==> src/hw/vtc_pkg.sv <==
package vtc_pkg;

	// Video timing byte registers, contiguous block
	localparam logic [7:0] OFF_A_HSYNC_HI = 8'h2d;
	localparam logic [7:0] OFF_B_HSYNC_LO = 8'h2e;
	localparam logic [7:0] OFF_B_HSYNC_HI = 8'h2f;
	localparam logic [7:0] OFF_A_VSYNC_LO = 8'h30;
	localparam logic [7:0] OFF_A_VSYNC_HI = 8'h31;
	localparam logic [7:0] OFF_B_VSYNC_LO = 8'h32;
	localparam logic [7:0] OFF_B_VSYNC_HI = 8'h33;
	localparam logic [7:0] OFF_A_LINE_LEAD = 8'h34;
	localparam logic [7:0] OFF_B_LINE_LEAD = 8'h35;
	localparam logic [7:0] OFF_A_FRAME_LEAD = 8'h36;
	localparam logic [7:0] OFF_B_FRAME_LEAD = 8'h37;
	localparam logic [7:0] OFF_A_LINE_TAIL = 8'h38;
	localparam logic [7:0] OFF_B_LINE_TAIL = 8'h39;
	localparam logic [7:0] OFF_A_FRAME_TAIL = 8'h3a;
	localparam logic [7:0] OFF_B_FRAME_TAIL = 8'h3b;
	localparam logic [7:0] OFF_PATTERN = 8'h3c;
	localparam logic [7:0] OFF_B_HEAD_TRIM = 8'h3d;
	localparam logic [7:0] OFF_A_TAIL_TRIM = 8'h3e;

	// Interrupt byte registers
	localparam logic [7:0] OFF_IRQ_ENABLE = 8'he0;
	localparam logic [7:0] OFF_A_MASKS = 8'he1;
	localparam logic [7:0] OFF_B_MASKS = 8'he2;
	localparam logic [7:0] OFF_A_FLAGS = 8'he5;
	localparam logic [7:0] OFF_B_FLAGS = 8'he6;

	// Implemented bits of each register
	localparam logic [7:0] WMASK_FULL = 8'hff;
	localparam logic [7:0] WMASK_UPPER2 = 8'h03;
	localparam logic [7:0] WMASK_PATTERN = 8'h11;
	localparam logic [7:0] WMASK_IRQ_ENABLE = 8'h01;
	localparam logic [7:0] WMASK_A_ERR = 8'hfd;
	localparam logic [7:0] WMASK_B_MASKS = 8'h7c;
	localparam logic [7:0] WMASK_B_FLAGS = 8'hfc;
	localparam logic [7:0] EVENT_BITS = 8'hfc;

	// Reset values
	localparam logic [7:0] RST_BYTE = 8'h00;
	localparam logic [7:0] RST_A_FLAGS = 8'h01;

	// Field positions
	localparam int PAT_A_BIT = 4;
	localparam int PAT_B_BIT = 0;
	localparam int IRQ_EN_BIT = 0;
	localparam int PLL_UNLOCK_BIT = 0;

	// Input arrangement codes
	localparam logic [1:0] MODE_TWO_STREAM = 2'h2;
	localparam logic [1:0] MODE_CODE_00 = 2'h0;
	localparam logic [1:0] MODE_CODE_01 = 2'h1;

	typedef enum logic [1:0] {PH_SYNC, PH_LEAD, PH_ACT, PH_TAIL} vtc_phase_t;

	typedef struct packed {
		vtc_phase_t ph;
		logic [11:0] cnt;
	} vtc_gen_t;

	typedef struct packed {
		logic [OFF_A_TAIL_TRIM:OFF_A_HSYNC_HI][7:0] vid;
		logic [7:0] irq_enable;
		logic [7:0] a_masks;
		logic [7:0] b_masks;
		logic [7:0] a_flags;
		logic [7:0] b_flags;
		logic pll_locked_q;
		logic [7:0] rdata;
		logic rd_valid;
		vtc_gen_t gen_a_h;
		vtc_gen_t gen_a_v;
		vtc_gen_t gen_b_h;
		vtc_gen_t gen_b_v;
		logic [11:0] a_idx;
		logic [11:0] b_idx;
	} vtc_state_t;

endpackage : vtc_pkg

==> src/hw/vtc_csr_bank.sv <==
`timescale 1ns/1ps
`default_nettype none

module vtc_csr_bank
	import vtc_pkg::*;
(
	input wire logic core_clk,
	input wire logic reset_n,
	input wire logic [7:0] host_addr,
	input wire logic [7:0] host_wdata,
	input wire logic host_wr_en,
	input wire logic host_rd_en,
	output logic [7:0] host_rdata,
	output logic host_rd_valid,
	input wire logic single_link,
	input wire logic [1:0] input_arrangement,
	input wire logic lr_split_mode,
	input wire logic [7:0] a_hsync_width_lower,
	input wire logic [11:0] a_visible_pixels,
	input wire logic [11:0] b_visible_pixels,
	input wire logic [11:0] a_visible_lines,
	input wire logic [11:0] b_visible_lines,
	input wire logic [7:0] a_err_events,
	input wire logic [7:0] b_err_events,
	input wire logic pll_locked,
	input wire logic a_pix_valid,
	input wire logic a_line_first,
	input wire logic b_pix_valid,
	input wire logic b_line_first,
	output logic a_pix_keep,
	output logic b_pix_keep,
	output logic [9:0] lvds_a_hsync_width,
	output logic [9:0] lvds_a_vsync_width,
	output logic [7:0] lvds_a_line_lead,
	output logic [9:0] lvds_b_hsync_width,
	output logic [9:0] lvds_b_vsync_width,
	output logic [7:0] lvds_b_line_lead,
	output logic pat_a_hsync,
	output logic pat_a_vsync,
	output logic pat_a_de,
	output logic pat_b_hsync,
	output logic pat_b_vsync,
	output logic pat_b_de,
	output logic irq_out,
	output logic irq_oe
);

	vtc_state_t q;
	vtc_state_t d;

	// Segment ends on its last count; zero-length segments are skipped, except the sync segment entered on restart, which lasts one step
	function automatic logic seg_done(vtc_gen_t g, logic [3:0][11:0] len);
		seg_done = ({1'b0, g.cnt} + 13'h0001) >= {1'b0, len[g.ph]};
	endfunction : seg_done

	function automatic vtc_gen_t gen_step(vtc_gen_t g, logic [3:0][11:0] len);
		vtc_gen_t n;
		logic [1:0] p;
		logic found;
		n = g;
		p = g.ph;
		found = 1'b0;
		if (seg_done(g, len))
		begin
			n.cnt = 12'h000;
			for (int k = 0; k < 4; k++)
			begin
				p = p + 2'h1;
				if (!found && len[p] != 12'h000)
				begin
					n.ph = vtc_phase_t'(p);
					found = 1'b1;
				end
			end
		end
		else
		begin
			n.cnt = g.cnt + 12'h001;
		end
		return n;
	endfunction : gen_step

	function automatic logic [11:0] a_zero_ext(logic [7:0] v);
		a_zero_ext = {4'h0, v};
	endfunction : a_zero_ext

	function automatic logic [7:0] wmask_of(logic [7:0] addr);
		case (addr)
			OFF_A_HSYNC_HI, OFF_B_HSYNC_HI, OFF_A_VSYNC_HI, OFF_B_VSYNC_HI: wmask_of = WMASK_UPPER2;
			OFF_PATTERN: wmask_of = WMASK_PATTERN;
			default: wmask_of = WMASK_FULL;
		endcase
	endfunction : wmask_of

	logic two_stream;
	logic b_from_a;
	logic a_run;
	logic b_run;
	logic [3:0][11:0] a_hlen;
	logic [3:0][11:0] a_vlen;
	logic [3:0][11:0] b_hlen;
	logic [3:0][11:0] b_vlen;
	logic [9:0] a_hsync;
	logic [9:0] a_vsync;
	logic [9:0] b_hsync;
	logic [9:0] b_vsync;
	logic [11:0] a_this_idx;
	logic [11:0] b_this_idx;
	logic in_vid;
	logic a_wrap;
	logic b_wrap;
	vtc_gen_t a_hn;
	vtc_gen_t b_hn;

	assign two_stream = input_arrangement == MODE_TWO_STREAM;
	assign b_from_a = !single_link && (input_arrangement == MODE_CODE_00
		|| input_arrangement == MODE_CODE_01);

	assign a_hsync = {q.vid[OFF_A_HSYNC_HI][1:0], a_hsync_width_lower};
	assign b_hsync = {q.vid[OFF_B_HSYNC_HI][1:0], q.vid[OFF_B_HSYNC_LO]};
	assign a_vsync = {q.vid[OFF_A_VSYNC_HI][1:0], q.vid[OFF_A_VSYNC_LO]};
	assign b_vsync = {q.vid[OFF_B_VSYNC_HI][1:0], q.vid[OFF_B_VSYNC_LO]};

	assign a_run = q.vid[OFF_PATTERN][PAT_A_BIT];
	assign b_run = q.vid[OFF_PATTERN][PAT_B_BIT] && two_stream;

	// Segment lengths indexed by phase: sync, lead gap, active, tail gap
	assign a_hlen = {{4'h0, q.vid[OFF_A_LINE_TAIL]}, a_visible_pixels,
		{4'h0, q.vid[OFF_A_LINE_LEAD]}, {2'h0, a_hsync}};
	assign a_vlen = {{4'h0, q.vid[OFF_A_FRAME_TAIL]}, a_visible_lines,
		{4'h0, q.vid[OFF_A_FRAME_LEAD]}, {2'h0, a_vsync}};
	assign b_hlen = {{4'h0, q.vid[OFF_B_LINE_TAIL]}, b_visible_pixels,
		{4'h0, q.vid[OFF_B_LINE_LEAD]}, {2'h0, b_hsync}};
	assign b_vlen = {{4'h0, q.vid[OFF_B_FRAME_TAIL]}, b_visible_lines,
		{4'h0, q.vid[OFF_B_FRAME_LEAD]}, {2'h0, b_vsync}};

	assign a_hn = gen_step(q.gen_a_h, a_hlen);
	assign b_hn = gen_step(q.gen_b_h, b_hlen);
	// A line ends when the horizontal phase wraps back around
	assign a_wrap = seg_done(q.gen_a_h, a_hlen) && (a_hn.ph <= q.gen_a_h.ph);
	assign b_wrap = seg_done(q.gen_b_h, b_hlen) && (b_hn.ph <= q.gen_b_h.ph);

	assign a_this_idx = a_line_first ? 12'h000 : q.a_idx;
	assign b_this_idx = b_line_first ? 12'h000 : q.b_idx;
	assign in_vid = host_addr >= OFF_A_HSYNC_HI && host_addr <= OFF_A_TAIL_TRIM;

	always_comb
	begin
		d = q;
		d.rd_valid = host_rd_en;
		d.pll_locked_q = pll_locked;

		// Flags: hardware set wins over a same-cycle clear
		d.a_flags = q.a_flags & ~((host_wr_en && host_addr == OFF_A_FLAGS)
			? (host_wdata & WMASK_A_ERR) : RST_BYTE);
		d.b_flags = q.b_flags & ~((host_wr_en && host_addr == OFF_B_FLAGS)
			? (host_wdata & WMASK_B_FLAGS) : RST_BYTE);
		d.a_flags = d.a_flags | (a_err_events & EVENT_BITS);
		d.b_flags = d.b_flags | (b_err_events & EVENT_BITS);
		if (q.pll_locked_q && !pll_locked)
		begin
			d.a_flags[PLL_UNLOCK_BIT] = 1'b1;
		end

		if (host_wr_en)
		begin
			if (in_vid)
			begin
				d.vid[host_addr] = host_wdata & wmask_of(host_addr);
			end
			case (host_addr)
				OFF_IRQ_ENABLE: d.irq_enable = host_wdata & WMASK_IRQ_ENABLE;
				OFF_A_MASKS: d.a_masks = host_wdata & WMASK_A_ERR;
				OFF_B_MASKS: d.b_masks = host_wdata & WMASK_B_MASKS;
				default: d.irq_enable = d.irq_enable;
			endcase
		end

		if (host_rd_en)
		begin
			case (host_addr)
				OFF_IRQ_ENABLE: d.rdata = q.irq_enable;
				OFF_A_MASKS: d.rdata = q.a_masks;
				OFF_B_MASKS: d.rdata = q.b_masks;
				OFF_A_FLAGS: d.rdata = q.a_flags;
				OFF_B_FLAGS: d.rdata = q.b_flags;
				default: d.rdata = in_vid ? q.vid[host_addr] : RST_BYTE;
			endcase
		end

		// Pattern timing restarts from the sync edge whenever disabled
		if (a_run)
		begin
			d.gen_a_h = a_hn;
			if (a_wrap)
			begin
				d.gen_a_v = gen_step(q.gen_a_v, a_vlen);
			end
		end
		else
		begin
			d.gen_a_h = '{ph: PH_SYNC, cnt: 12'h000};
			d.gen_a_v = '{ph: PH_SYNC, cnt: 12'h000};
		end
		if (b_run)
		begin
			d.gen_b_h = b_hn;
			if (b_wrap)
			begin
				d.gen_b_v = gen_step(q.gen_b_v, b_vlen);
			end
		end
		else
		begin
			d.gen_b_h = '{ph: PH_SYNC, cnt: 12'h000};
			d.gen_b_v = '{ph: PH_SYNC, cnt: 12'h000};
		end

		// Pixel index saturates so an overlong line cannot wrap into keep range
		if (a_pix_valid)
		begin
			d.a_idx = (a_this_idx == 12'hfff) ? a_this_idx : a_this_idx + 12'h001;
		end
		if (b_pix_valid)
		begin
			d.b_idx = (b_this_idx == 12'hfff) ? b_this_idx : b_this_idx + 12'h001;
		end
	end

	always_ff @(posedge core_clk or negedge reset_n)
	begin
		if (!reset_n)
		begin
			q <= '0;
			q.a_flags <= RST_A_FLAGS;
		end
		else
		begin
			q <= d;
		end
	end

	// Tail trim relies on the programmed visible length excluding trimmed pixels
	assign a_pix_keep = a_pix_valid
		&& (!lr_split_mode || a_this_idx < a_visible_pixels);
	assign b_pix_keep = b_pix_valid
		&& (!lr_split_mode || a_zero_ext(q.vid[OFF_B_HEAD_TRIM]) <= b_this_idx);

	assign lvds_a_hsync_width = a_hsync;
	assign lvds_a_vsync_width = a_vsync;
	assign lvds_a_line_lead = q.vid[OFF_A_LINE_LEAD];
	assign lvds_b_hsync_width = two_stream ? b_hsync : (b_from_a ? a_hsync : 10'h000);
	assign lvds_b_vsync_width = two_stream ? b_vsync : (b_from_a ? a_vsync : 10'h000);
	assign lvds_b_line_lead = two_stream ? q.vid[OFF_B_LINE_LEAD]
		: (b_from_a ? q.vid[OFF_A_LINE_LEAD] : RST_BYTE);

	assign pat_a_hsync = a_run && q.gen_a_h.ph == PH_SYNC;
	assign pat_a_vsync = a_run && q.gen_a_v.ph == PH_SYNC;
	assign pat_a_de = a_run && q.gen_a_h.ph == PH_ACT && q.gen_a_v.ph == PH_ACT;
	// Dual-link mirror: the channel A pattern also feeds LVDS B
	assign pat_b_hsync = b_run ? q.gen_b_h.ph == PH_SYNC : (b_from_a && pat_a_hsync);
	assign pat_b_vsync = b_run ? q.gen_b_v.ph == PH_SYNC : (b_from_a && pat_a_vsync);
	assign pat_b_de = b_run ? (q.gen_b_h.ph == PH_ACT && q.gen_b_v.ph == PH_ACT)
		: (b_from_a && pat_a_de);

	assign host_rdata = q.rdata;
	assign host_rd_valid = q.rd_valid;

	// Pin only ever drives high; it is released rather than driven low
	assign irq_out = 1'b1;
	assign irq_oe = q.irq_enable[IRQ_EN_BIT]
		&& |((q.a_flags & q.a_masks) | (q.b_flags & q.b_masks));

endmodule : vtc_csr_bank

`default_nettype wire

==> config.mk <==
export PLATFORM = sky130hd
export DESIGN_NAME = vtc_csr_bank
export DESIGN_NICKNAME = d
export VERILOG_FILES = /design/src/hw/vtc_pkg.sv /design/src/hw/vtc_csr_bank.sv
export SDC_FILE = /design/constraint.sdc
export NUM_CORES = 1
export LEC_CHECK = 0
export BUFFER_PORTS_ARGS = -buffer_cell sky130_fd_sc_hd__buf_2
export CAP_MARGIN = 20
export CORE_UTILIZATION = 50
export CTS_CLUSTER_SIZE = 24
export DETAILED_ROUTE_END_ITERATION = 10
export PLACE_DENSITY = 0.68
export SLEW_MARGIN = 20
export SYNTH_ARGS = -nofsm -noshare
export SYNTH_HDL_FRONTEND = slang
export SYNTH_SLANG_ARGS = --single-unit
==> constraint.sdc <==
create_clock -name core_clk -period 8.75 [get_ports core_clk]
set_clock_uncertainty 0.1 [all_clocks]
set_input_delay 0.875 -clock core_clk [delete_from_list [all_inputs] [get_ports core_clk]]
set_output_delay 0.875 -clock core_clk [all_outputs]
set_load 0.05 [all_outputs]
== Yosys cells after proc, flatten, opt, wreduce, memory -nomap -nowiden ==
Cells that the tools add are included.

* Reductions and logical operators: 79
* $add $sub $neg: 26
* Multiplexer cells: 130
* Bitwise operators: 10
* Eq/ne operators: 24
* $lt $le $gt $ge: 32

{| class="wikitable"
|+ Operators by type and width
! cell !! count
|-
| binary-select mux 12 bit (select 2 bit) || 20
|-
| two-way mux 12 bit || 28
|-
| nonzero test 12 bit || 16
|-
| bitwise mux 144 bit || 1
|-
| adder 12 x 1 -> 12 bit (second input constant) || 6
|-
| two-way mux 8 bit || 9
|-
| < comparator 2 x 3 -> 1 bit (second input constant) || 20
|-
| two-way mux 28 bit || 2
|-
| adder 12 x 1 -> 13 bit (second input constant) || 4
|-
| greater-or-equal comparator 13 x 12 -> 1 bit || 4
|-
| binary-select mux 8 bit (select 6 bit) || 1
|-
| demux 8 bit (select 6 bit) || 1
|-
| equality test 8 x 6 -> 1 bit (second input constant) || 5
|-
| equality test 8 bit (second input constant) || 5
|-
| two-way mux 1 bit || 40
|-
| two-way mux 10 bit || 4
|-
| two-way mux 2 bit || 20
|-
| one-hot mux 8 bit (5 select lines) || 1
|-
| adder 2 x 1 -> 2 bit (second input constant) || 16
|-
| AND 8 bit || 4
|-
| logical AND 1 bit || 32
|-
| two-way mux 14 bit || 2
|-
| equality test 12 bit (second input constant) || 2
|-
| OR 8 bit || 3
|-
| 21 further kinds || 55
|}

* Output and inout bits: 75
* Input port bits: 101
* Logic and storage cells: 337
* Flip-flop bits (word level): 263

== Depth between registers and ports, before layout ==
Gate-level depths: netlist (run 1).

* Word-level depth: 40
* Depth in mapped cells: 21
* Depth with buffers taken out: 20

== Worst setup path before layout (run 1) ==
No wires, ideal clock.

* Kind: register to register
* From: register q[78] (netlist name)
* To: register q[60] (netlist name)
* Library setup time: 79 ps
* Clock period less this slack: 4505 ps
* Buffers on the path: 4
* Arrival time: 4325 ps
* Setup slack: 4245 ps
* Required time: 8571 ps
* Cell stages (with the launch flop): 21
* Path through: dfrtp_1 -> buf_2 -> buf_1 -> mux4_2 -> inv_1 -> ha_1 -> a211o_1 -> a31oi_1 -> o211ai_1 -> a41o_1 -> nor2_1 -> a31oi_1 -> ha_1 -> nor2b_1 -> o21ai_0 -> nand2_1 -> and4b_1 -> buf_2 -> buf_2 -> nand2_1 -> mux2i_1

* Word-level cells in the longest chain between the ends: 21
* Elaborated cells between the ends (all ways): 39
* Classes of those cells: 4 x add/sub; 2 x order compare; 1 x eq/ne; 21 x mux; 11 x reduce/logical

{| class="wikitable"
|+ RTL lines
! what !! line !! RTL
|-
| start: declaration || vtc_csr_bank.sv:48 || <nowiki>vtc_state_t q;</nowiki>
|-
| adder 2 x 1 -> 2 bit || vtc_csr_bank.sv:68 || <nowiki>p = p + 2'h1;</nowiki>
|-
| binary-select mux 12 bit (select 2 bit) || vtc_csr_bank.sv:69 || <nowiki>if (!found && len[p] != 12'h000)</nowiki>
|-
| two-way mux 12 bit (not written as such) || vtc_csr_bank.sv:69 ||
|-
| nonzero test 12 bit || vtc_csr_bank.sv:69 ||
|-
| two-way mux 1 bit || vtc_csr_bank.sv:69 ||
|-
| two-way mux 1 bit || vtc_csr_bank.sv:63 || <nowiki>if (seg_done(g, len))</nowiki>
|-
| logical NOT 1 bit || vtc_csr_bank.sv:69 ||
|-
| logical AND 1 bit || vtc_csr_bank.sv:69 ||
|-
| [5 not listed] || -- ||
|-
| two-way mux 1 bit || vtc_csr_bank.sv:63 ||
|-
| logical NOT 1 bit || vtc_csr_bank.sv:69 ||
|-
| logical AND 1 bit || vtc_csr_bank.sv:69 ||
|-
| two-way mux 2 bit || vtc_csr_bank.sv:69 ||
|-
| two-way mux 2 bit || vtc_csr_bank.sv:63 ||
|-
| less-or-equal comparator 2 bit || vtc_csr_bank.sv:140 || <nowiki>assign a_wrap = seg_done(q.gen_a_h, a_hlen) && (a_hn.ph <= q.gen_a_h.ph);</nowiki>
|-
| logical AND 1 bit (*) || vtc_csr_bank.sv:140 ||
|-
| != test 2 x 1 -> 1 bit (no source line) (*) || -- ||
|}

Mark *: on every way between the ends. The rest lies on a longest branch, timed or not. The select of a mux whose other input is x is not followed.
A chain may end at the register's enable or synchronous reset.

== Worst setup path in the final report (run 1) ==
Ends and elaborated chain as after synthesis.

==> results of run 1 <==
## kinds of logic after synthesis
logic type / synth area share (%)
AOI/OAI and AO/OA: 15.2
xor gates and xnor gates: 2.82
adders and majority gates: 6.23
buffers and inverters: 5.83
DFF: 38.1
muxes: 13.7
other: 0.0220
and+or+nand+nor: 18.1
## routing by layer
| metal | share of wire [%] | track usage (%) | wire length (um) |
|---|---|---|---|
| met1 | 43 | 39.6 | 21700 |
| met2 | 46 | 45.9 | 23200 |
| met3 | 7.4 | 5.00 | 3730 |
| met4 | 3.5 | 9.43 | 1750 |
| met5 | 0.063 | 0 | 32 |
## layout make-up
cell class,instances,share of cell area [%]
Antenna cell,1,0.0133
Clock buffer,42,4.38
Clock inverter,11,0.690
Inverter,86,1.71
Multi-Input combinational cell,1251,50.8
Sequential cell,260,34.5
Tap cell,448,2.97
Timing Repair Buffer,176,4.87
## layout by cell type, fill, tap and decap left out, types with 31 or more instances in the layout
| master | Yosys | routed |
|---|---|---|
| mux4_2 | 65 | 65 |
| mux2_2 | 50 | 50 |
| ha_1 | 85 | 85 |
| a21oi_1 | 53 | 53 |
| and2_1 | 31 | 31 |
| dfrtp_1 | 259 | 259 |
| nor2_1 | 65 | 64 |
| o21ai_0 | 127 | 127 |
| a22o_1 | 46 | 46 |
| nand2_1 | 211 | 211 |
| buf_2 | 21 | 169 |
| inv_1 | 85 | 85 |
| nand3_1 | 79 | 79 |
| nor2b_1 | 62 | 60 |
## report_power, final
| part | total (uW) | internal [uW] | switching [uW] |
|---|---|---|---|
| Combinational | 421 | 153 | 268 |
| Clock | 1240 | 738 | 503 |
| Sequential | 1300 | 1240 | 63.7 |
## worst reg2reg max path, stage by stage, from the launching register on
cell and delay, ns:
dfrtp_1 0.91, inv_1 0.51, ha_1 0.57, inv_1 0.19
nand3_1 0.19, o221ai_1 0.22, o21ai_0 0.15, or3_1 0.43
a31oi_1 0.20, ha_1 0.27, nor2b_1 0.13, o21ai_0 0.28
nand2_1 0.12, and4b_1 0.66, a21oi_1 0.15, mux2i_1 0.17
## stage by stage
stage	setup slack, ns	power (uW)	hold WS, ns	cells
after CTS	3.46	2970	0.252	2274
after detailed placement	3.49	1740	0.370	2221
final	3.43	2970	0.198	2275
after global routing	2.95	3070	0.263	2274
after floorplan	4.25	1590	0.348	1723
after global placement	3.59	1730	0.363	2221
## registers in the layout (all words and copies together), names as in the netlist
signal	cells
host_rdata	8
a_run	1
a_vlen	16
lvds_a_vsync_width	10
b_vlen	26
lvds_a_line_lead	8
b_hlen	26
host_rd_valid	1
a_hlen	8
lvds_a_hsync_width	2
q	154
## worst max-delay path by stage
stage | depth (start not counted) | endpoint | slack, ns | startpoint
after floorplan | 20 | q[60] | 4.25 | q[78]
after global placement | 15 | q[60] | 3.59 | q[78]
after detailed placement | 15 | q[60] | 3.49 | q[78]
after CTS | 15 | q[60] | 3.46 | q[78]
after global routing | 15 | q[60] | 2.95 | q[78]
final | 15 | q[60] | 3.43 | q[78]
==> impl_metrics.yaml, run 1 <==
status:
  status: "finished, final reports clean"
timing:
  fmax_mhz: 188
  rsz0062_at_grt: "false"
  maxSlewHeadroom_pct: 35.5
  setup-tns-final_ns: 0
  tightest_slew_ns: 0.968
  finalCritPeriodShare_pct: 60.8
  setup_viol: 0
  hold_viol: 0
  fin_crit_ns: 5.32
  slew_violations: 0
layout:
  nets: 1990
  nFillCells: 2982
  layout-drive-gt1-share_pct: 21.5
  design_area_mm2: 0.0188
  multi_input_area_mm2: 0.00958
  synthToLayoutAreaGrowth_pct: 10.4
  final_util_pct: 56.2
  seq_area_mm2: 0.00651
placed_design:
  placed_cell_area_mm2: 0.0179
  port_buffers: 170
  place_congestion: 0.939
  dp_hpwl_mm: 37.4
yosys:
  synth.most_common_cell: "dfrtp_1"
  synthArstFlopShare_pct: 100
  synth_edf_count: 0
  yosys.area.top_type: "dfrtp_1"
  synthCells: 1723
  synth.area.top_cells: "dfrtp_1 38%, mux4_2 8.6%, ha_1 6.2%"
  seq_area_frac_synth_pct: 38.1
  syn-num-nets: 1909
  synth_area_per_cell_um2: 9.91
  synth.top_cell.area_share_pct: 38.0
  synth_common_cells: "259 x dfrtp_1, 211 x nand2_1, 127 x o21ai_0, 85 x ha_1, 85 x inv_1"
  yosysWarnings: 0
  syn_area_mm2: 0.0171
  ys_types: 87
  ys_seq_elements: 260
  synth_flop_cell: "dfrtp_1"
die:
  core_mm2: 0.0335
  dieArea_mm2: 0.0349
  start_util_pct: 50.9
  die_w_um: 187
  num_rows: 67
  pin_count: 176
  die_h_um: 187
grt:
  grt_pass1_vias: 13535
  grtUsageTotal_pct: 28.7
  gr-total-overflow: 0
  grt_antenna_before_repair: 4
  grt_pass1_wl_mm: 78.5
  grt_max_degree: 174
routing:
  wl_mm: 50.4
  ant_nets: 0
  via_per_inst: 6.16
  wire_per_inst_um: 22.2
  vias: 14012
  drc: 0
  first_pass_iters: 5
  drt_iter0_markers: 1354
critical_path:
  cp_data_required_time_ns: 9.12
  r2r_start: "q[78]"
  critPathKind: "register to register"
  crit_chain: "inv_1, ha_1, inv_1, nand3_1, o221ai_1, o21ai_0, or3_1, a31oi_1, ha_1, nor2b_1, o21ai_0, nand2_1, and4b_1, a21oi_1, mux2i_1"
  cp_max_fo: 20
  slowest_delay_ns: 0.91
  r2r_cells: 15
  critPathBufInv: 2
  crit_family: "simple AND/OR/NAND/NOR gates"
  critPathLaunchType: "register"
  cp.arrival_ns: 5.69
  rr_endpoint: "q[60]"
  cp_slowest_cell: "dfrtp_1"
  end_kind: "register"
  r2r_slack_ns: 3.43
cts:
  cts_tree: "done"
  cts_hold_buf: 0
  cts_buffer_depth: 3
  post_cts_buffers: 0
  cts_max_level: 1
  cts_sinks: 260
  cts_buffers: 29
  ctsResizeCount: 0
  path_clk_slew_ns: 0.06
  cts_root_buf: "clkbuf_16"
  clk_latency_ns: 0.55
pwr:
  leakagePower_uw: 0.00862
  powerDensity_mw_per_mm2: 157
  ir_drop_mv: 0.167
min_path:
  hp-class: "primary input to async pin"
run:
  cap_violations: 0
(Power assumes the default switching activity.)
==> run 2: changes to the inputs <==
==> constraint.sdc (replaced) <==
create_clock -name core_clk -period 5 [get_ports core_clk]
set_clock_uncertainty 0.1 [all_clocks]
set_input_delay 0.5 -clock core_clk [delete_from_list [all_inputs] [get_ports core_clk]]
set_output_delay 0.5 -clock core_clk [all_outputs]
set_load 0.05 [all_outputs]
==> run 2 against run 1 <==
  * Routed wire length grew 0.43%
  * Sequential share of layout area shrank 0.36 points
  * Non-clock buffer count grew 15
  * Power grew 80%
  * Clock-buffer cell count is the same
  * Critical endpoint is now q[65]
  * Largest cell class unchanged
==> impl_metrics.yaml, run 2 (synthesis gave the netlist of run 1 again) <==
cts:
  path_clk_slew_ns: 0.06
  cts_buffers: 30
  cts_root_buf: "clkbuf_16"
  cts_buffer_depth: 3
  cts_tree: "done"
  post_cts_buffers: 0
  clk_latency_ns: 0.56
  cts_sinks: 260
  cts_max_level: 1
pwr:
  power_uw: 5330
  powerDensity_mw_per_mm2: 280
  ir_drop_mv: 0.271
  leakagePower_uw: 0.00873
layout:
  nets: 2006
  synthToLayoutAreaGrowth_pct: 11.5
  largest_reg_flops: 154
  design_area_mm2: 0.0190
  layout-drive-gt1-share_pct: 22.2
  regMostFlops: "q"
  mostFrequentLayoutCells: "259 x dfrtp_1, 211 x nand2_1, 169 x buf_2, 127 x o21ai_0"
  mostFrequentLayoutCell: "dfrtp_1"
critical_path:
  crit_chain: "mux4_2, inv_1, ha_1, a211o_1, a31oi_1, o211ai_1, a41o_1, nor2_1, a31oi_1, ha_1, nor2b_1, o21ai_0, a21oi_2, or3_1, a221oi_1"
  critPathLaunchType: "register"
  r2r_slack_ns: 0.44
  critPathBufInv: 1
  end_kind: "register"
  cp.arrival_ns: 4.91
  worst-path-stages: 15
  r2r_start: "q[78]"
  critPathKind: "register to register"
  cp_slowest_cell: "dfrtp_1"
  rr_endpoint: "q[65]"
  slowest_delay_ns: 0.64
  cp_data_required_time_ns: 5.35
  cp_max_fo: 16
  crit_family: "compound AO/OA/AOI/OAI gates"
  r2r_cells: 15
grt:
  met2_usage_pct: 46.6
  grt_antenna_before_repair: 5
  grt_max_degree: 114
  grt_pass1_wl_mm: 80.1
  grtUsageTotal_pct: 29.2
  grt_pass1_vias: 13961
  grt_util_met1_pct: 39.8
  gr-total-overflow: 0
  busiest_layer: "met2"
  globalRouteMet3Util_pct: 5.02
die:
  core_mm2: 0.0335
  die_w_um: 187
  num_rows: 67
  die_h_um: 187
  dieArea_mm2: 0.0349
  start_util_pct: 50.9
  pin_count: 176
timing:
  fin_crit_ns: 4.56
  setup-tns-final_ns: 0
  fin_ws_ns: 0.443
  rsz0062_at_grt: "false"
  hold_viol: 0
  finalCritPeriodShare_pct: 91.1
  setup_viol: 0
  slew_violations: 0
  maxSlewHeadroom_pct: 44.7
  fmax_mhz: 219
  tightest_slew_ns: 0.829
routing:
  wire_per_inst_um: 22.1
  drt_iter0_markers: 1340
  drc: 0
  first_pass_iters: 5
  via_per_inst: 6.20
  vias: 14200
  ant_nets: 0
  wl_mm: 50.6
min_path:
  whs_endpoint: "q[102]"
  hold_start: "a_err_events[4]"
  hp-class: "primary input to register"
  hold_path_depth: 2
placed_design:
  place_ws_ns: 0.436
  dp_hpwl_mm: 37.8
  port_buffers: 170
  place_congestion: 1.02
  placed_cell_area_mm2: 0.0180
status:
  status: "finished, final reports clean"
run:
  cap_violations: 0
## run 2: changes by cell type in the layout (fill, tap and decap cells not counted), sizes merged
cell         previous run  this run
buf                   176       189
dlygate4sd3             0         2
clkinvlp                0         1
inv                    85        86
## run 2: repair_timing
action,4_1_cts,5_1_grt
resized for setup,0,0
hold buffers,2,0
hold endpoints to repair,100,0
## run 2: metal layers
layer / up-vias / wire [um]
met5: - / 32
met4: 6 / 2120
met3: 112 / 4010
met2: 625 / 23500
met1: 6988 / 21000
li1: 6469 / -
## run 2: how the worst max path moves through the flow
stage,startpoint,to
2_1_floorplan,q[78],q[60]
4_1_cts,q[78],q[65]
3_5_place_dp,q[78],q[65]
5_1_grt,q[78],q[65]
6_report,q[78],q[65]
3_3_place_gp,q[78],q[65]
## run 2: metrics by stage
step	std cells	hold WS [ns]	util [%]
floorplan	1723	0.104	-
global placement	2234	0.363	53.6
detailed placement	2234	0.370	53.6
CTS	2291	0.000527	56.8
global route	2291	0.0127	56.8
finish	2292	0.0147	56.8
## run 2: area by class of cell
type,instances,area [um^2]
flip-flops and latches,260,6510
diodes,1,2.50
clock buffers,42,877
inverters,86,323
well taps,448,561
multi-input cells,1251,9580
fillers,2973,14500
clock inverters,13,161
repair buffers,191,1040
## run 2: power by group
group | total (uW) | internal [uW] | switching (uW)
Clock | 2300 | 1380 | 923
Combinational | 747 | 271 | 476
Sequential | 2280 | 2170 | 108
Total | 5330 | 3820 | 1510
